<file path="src/rtl/cmc_defines.svh">
`ifndef CMC_DEFINES_SVH
`define CMC_DEFINES_SVH

`define CMC_CRC32_POLY     32'h04C1_1DB7
`define CMC_CRC32_INIT     32'hFFFF_FFFF
`define CMC_CRC16_POLY     16'h8005
`define CMC_CRC16_INIT     16'hFFFF
`define CMC_REF_RESET      32'h0000_0000
`define CMC_SIG_RESET      32'h0000_0000
`define CMC_LOAD_REF_INSTR 10'h015
`define CMC_IR_WIDTH       10
`define CMC_MEM_WORDS      64
`define CMC_MEM_ADDR_W     6
`define CMC_FRAME_WORDS    4
`define CMC_FRAME_CNT_W    8

`endif

</file>
<file path="src/rtl/cmc_config_ram.sv">
`timescale 1ns/100ps
`include "cmc_defines.svh"

module cmc_config_ram (
  input  wire logic                       mclk,
  input  wire logic                       wrEn,
  input  wire logic [`CMC_MEM_ADDR_W-1:0] wrAddr,
  input  wire logic [31:0]                wrData,
  input  wire logic [`CMC_MEM_ADDR_W-1:0] rdAddr,
  output logic      [31:0]                rdData
);
  logic [31:0] mem [`CMC_MEM_WORDS];

  always_ff @(posedge mclk) begin
    if (wrEn) begin
      mem[wrAddr] <= wrData;
    end
  end

  always_ff @(posedge mclk) begin
    rdData <= mem[rdAddr];
  end
endmodule

</file>
<file path="config.mk">
export PLATFORM = sky130hd
export DESIGN_NAME = cmc_config_ram
export DESIGN_NICKNAME = d
export VERILOG_FILES = /design/src/rtl/cmc_config_ram.sv
export VERILOG_INCLUDE_DIRS = /design/src /design/src/rtl
export SDC_FILE = /design/constraint.sdc
export NUM_CORES = 2
export LEC_CHECK = 0
export BUFFER_PORTS_ARGS = -buffer_cell sky130_fd_sc_hd__buf_4
export CAP_MARGIN = 5
export CORE_UTILIZATION = 35
export CTS_BUF_LIST = sky130_fd_sc_hd__clkbuf_8
export CTS_CLUSTER_DIAMETER = 100
export CTS_CLUSTER_SIZE = 20
export DETAILED_ROUTE_END_ITERATION = 8
export MAX_ROUTING_LAYER = met4
export PLACE_DENSITY = 0.49
export SLEW_MARGIN = 20
export SYNTH_ARGS = -nofsm -noshare
export SYNTH_HDL_FRONTEND = slang
export SYNTH_SLANG_ARGS = --single-unit
</file>
<file path="constraint.sdc">
create_clock -name mclk -period 4 [get_ports mclk]
set_input_delay 0.8 -clock mclk [delete_from_list [all_inputs] [get_ports mclk]]
set_output_delay 0.8 -clock mclk [all_outputs]
set_load 0.02 [all_outputs]
</file>
==> flow_summary_export.csv <==
group,metric,value,unit
place,port_buffers,77,
grt,first_global_vias,36900,
timing,hold_ws,339,ps
timing,skew,35.1,ps
grt,grt_util_met2,31.2,%
layout,drive_gt1_share,28.4,%
floorplanning,initial_core_util,35.3,%
grt,grtUsageMet1,27.7,%
yosys,syn_area,78500,um2
timing,fin_crit_sh,69.7,%
yosys,seq_area_frac_synth,79.1,%
place,gp_congestion,0.760,
layout,fin_cells,6626,
floorplanning,core_area,223000,um2
job,cap_violations,0,
timing,fin_ws,1210,ps
clocking,cts-root-buf,"clkbuf_8",
yosys,ys_ff_latch,2080,
setup_path,critPathMaxFanout,25,
timing,finalSetupViolCount,0,
drt,drcViolationCount,0,
floorplanning,io_pins,78,
yosys,yosysWarnings,0,
timing,drv_slew,0,
clocking,ctsResizeCount,0,
floorplanning,fp.dieArea,226000,um2
floorplanning,row_count,173,
yosys,synth_top_family_by_area,"multiplexers",
yosys,syn_area_per_cell,23.6,um2
yosys,syn-num-nets,3370,
yosys,yosysUniqueCellTypes,34,
yosys,synthSimpleGateAreaFrac,1.27,%
floorplanning,die_h,476,um
min_path,hold_class,"in -> reg",
timing,slew_headroom,41.5,%
place,pre_cts_slack,132,ps
yosys,synthCells,3324,
grt,grt-ovfl-total,0,
pwr,p_per_area,414,nW/um2
grt,grtUsageTotal,19.8,%
grt,grtUsageMet3,2.45,%
drt,drt_iter0_drc,3970,
timing,hold_viol_final,0,
timing,fmax,0.358,GHz
clocking,clk_latency,950,ps
setup_path,critPathKind,"in -> reg",
clocking,post_cts_buffers,0,
drt,firstDrtPassIters,5,
clocking,cts_max_level,3,
layout,final_nets,3595,
floorplanning,die_w,476,um
drt,routedWlPerCell,32.7,um
layout,layout_common_cells,"2048 x edfxtp_1, 544 x mux4_2, 211 x buf_4",
place,post-dp-hpwl,122000,um
place,dp.cells,6406,
clocking,clock_sinks,2080,
grt,grt_max_degree,65,
clocking,hold_buffers,0,
yosys,synthAdderAreaFrac,0,%
clocking,cts_buffer_depth,3,
timing,setup_tns,0,ps
clocking,cts_buffers,115,
timing,post-route-min-period,2790,ps
pwr,peakVddDrop,0.000284,V
grt,grt-busiest-layer,"met2",
yosys,yosys.area_share.xor_xnor,0,%
grt,antenna_found_initial,14,
setup_path,startpoint_type,"primary input",
setup_path,crit_required,4800,ps
run_status,run_status,"finished clean",
yosys,synthMuxAreaShare,16.8,%
grt,grt_pass1_wl,300000,um
layout,area_growth,10.8,%
drt,routed_via_density,5.44,
timing,rsz0062_at_grt,"false",
clocking,clkTransAtPathRegs,120,ps
drt,vias,36000,
setup_path,cp.arrival,3590,ps
setup_path,worst_setup_path_end_kind,"register",
drt,wl,217000,um
drt,ant_nets,0,
timing,worstMarginPinSlew,875,ps
yosys,synth_compound_area_share,1.67,%
layout,layout_commonest_cell,"edfxtp_1",
pwr,leakage,0.0264,uW
clocking,cts_tree,"built",
==> final timing paths <==
path	slack [ps]	to	startpoint	depth (start not counted)
max	1210	rdData[19]	rdAddr[0]	8
min	340	rdData[12]	rdAddr[4]	3
max reg2reg	1650	rdData[21]	mem[27][21]	4
min reg2reg	810	rdData[8]	mem[12][8]	4
==> cells by family (layout without fill, tap and decap cells) <==
family                 Yosys count  after routing
AND/OR/NAND/NOR                223            223
AO/OA/AOI/OAI                  202            202
multiplexers                   637            637
other                            0             11
buffers and inverters          182            498
flip-flops                    2080           2080
==> critical path, stage by stage <==
cell     delay [ps]
buf_8           300
buf_12          260
buf_12          200
buf_4           210
mux4_2          520
mux4_2          520
o22ai_1         570
nor2_1          110
==> synthesized netlist by cell type <==
library cell | count | area share, %
a311oi_1 | 8 | 0.089
clkbuf_1 | 74 | 0.35
o221ai_1 | 27 | 0.30
or2_2 | 1 | 0.0080
nand3_1 | 5 | 0.032
edfxtp_1 | 2048 | 78
a31oi_1 | 1 | 0.0080
nor2b_1 | 15 | 0.12
dfxtp_1 | 32 | 0.82
nand2b_1 | 8 | 0.064
or3b_2 | 3 | 0.033
a41o_1 | 4 | 0.051
nand4b_1 | 1 | 0.011
or3_1 | 3 | 0.024
o22ai_1 | 84 | 0.67
and2_1 | 2 | 0.016
mux4_2 | 544 | 16
or3b_1 | 2 | 0.022
a22oi_1 | 12 | 0.11
nor3_1 | 7 | 0.045
buf_2 | 57 | 0.36
buf_4 | 25 | 0.24
buf_1 | 21 | 0.10
a21oi_1 | 62 | 0.40
mux2i_1 | 93 | 1.2
buf_6 | 5 | 0.072
or2_0 | 1 | 0.0080
and3_1 | 4 | 0.032
nor2_1 | 137 | 0.65
or2_1 | 1 | 0.0080
nand4_1 | 2 | 0.016
nand2_1 | 26 | 0.12
o32ai_1 | 4 | 0.045
nand3b_1 | 5 | 0.048
==> state kept, by name, summed over array words and instances (netlist names) <==
name / cells
rdData: 32
mem: 2048
==> layer usage <==
metal | vias up | part of all wire, %
met5 | - | 0
met4 | 0 | 2.0
met3 | 195 | 5.2
met2 | 988 | 48
met1 | 20300 | 44
li1 | 14600 | -
==> power by group <==
part	internal (uW)	switching, uW	leakage (uW)
logic	913	1420	0.00639
clock network	2780	6650	0.00131
registers	24100	133	0.0187
total	27800	8200	0.0264
==> stage by stage <==
stage / power, uW / utilization [%] / cell area, um2
2_1_floorplan: 25900 / - / 78500
3_3_place_gp: 27100 / 38.2 / 85000
3_5_place_dp: 27100 / 38.2 / 85000
4_1_cts: 36400 / 39.1 / 87000
5_1_grt: 37200 / 39.1 / 87000
6_report: 36000 / 39.1 / 87000
==> cell type report <==
cell class              instances  area (um2)
diodes                         11        27.5
fillers                     19900      136000
well taps                    2975        3720
repair buffers                290        3130
multi-input cells            1062       16000
flip-flops and latches       2080       62100
clock buffers                 117        1610
clock inverters                91         394
Note: power is estimated with default switching activity, not from simulation.
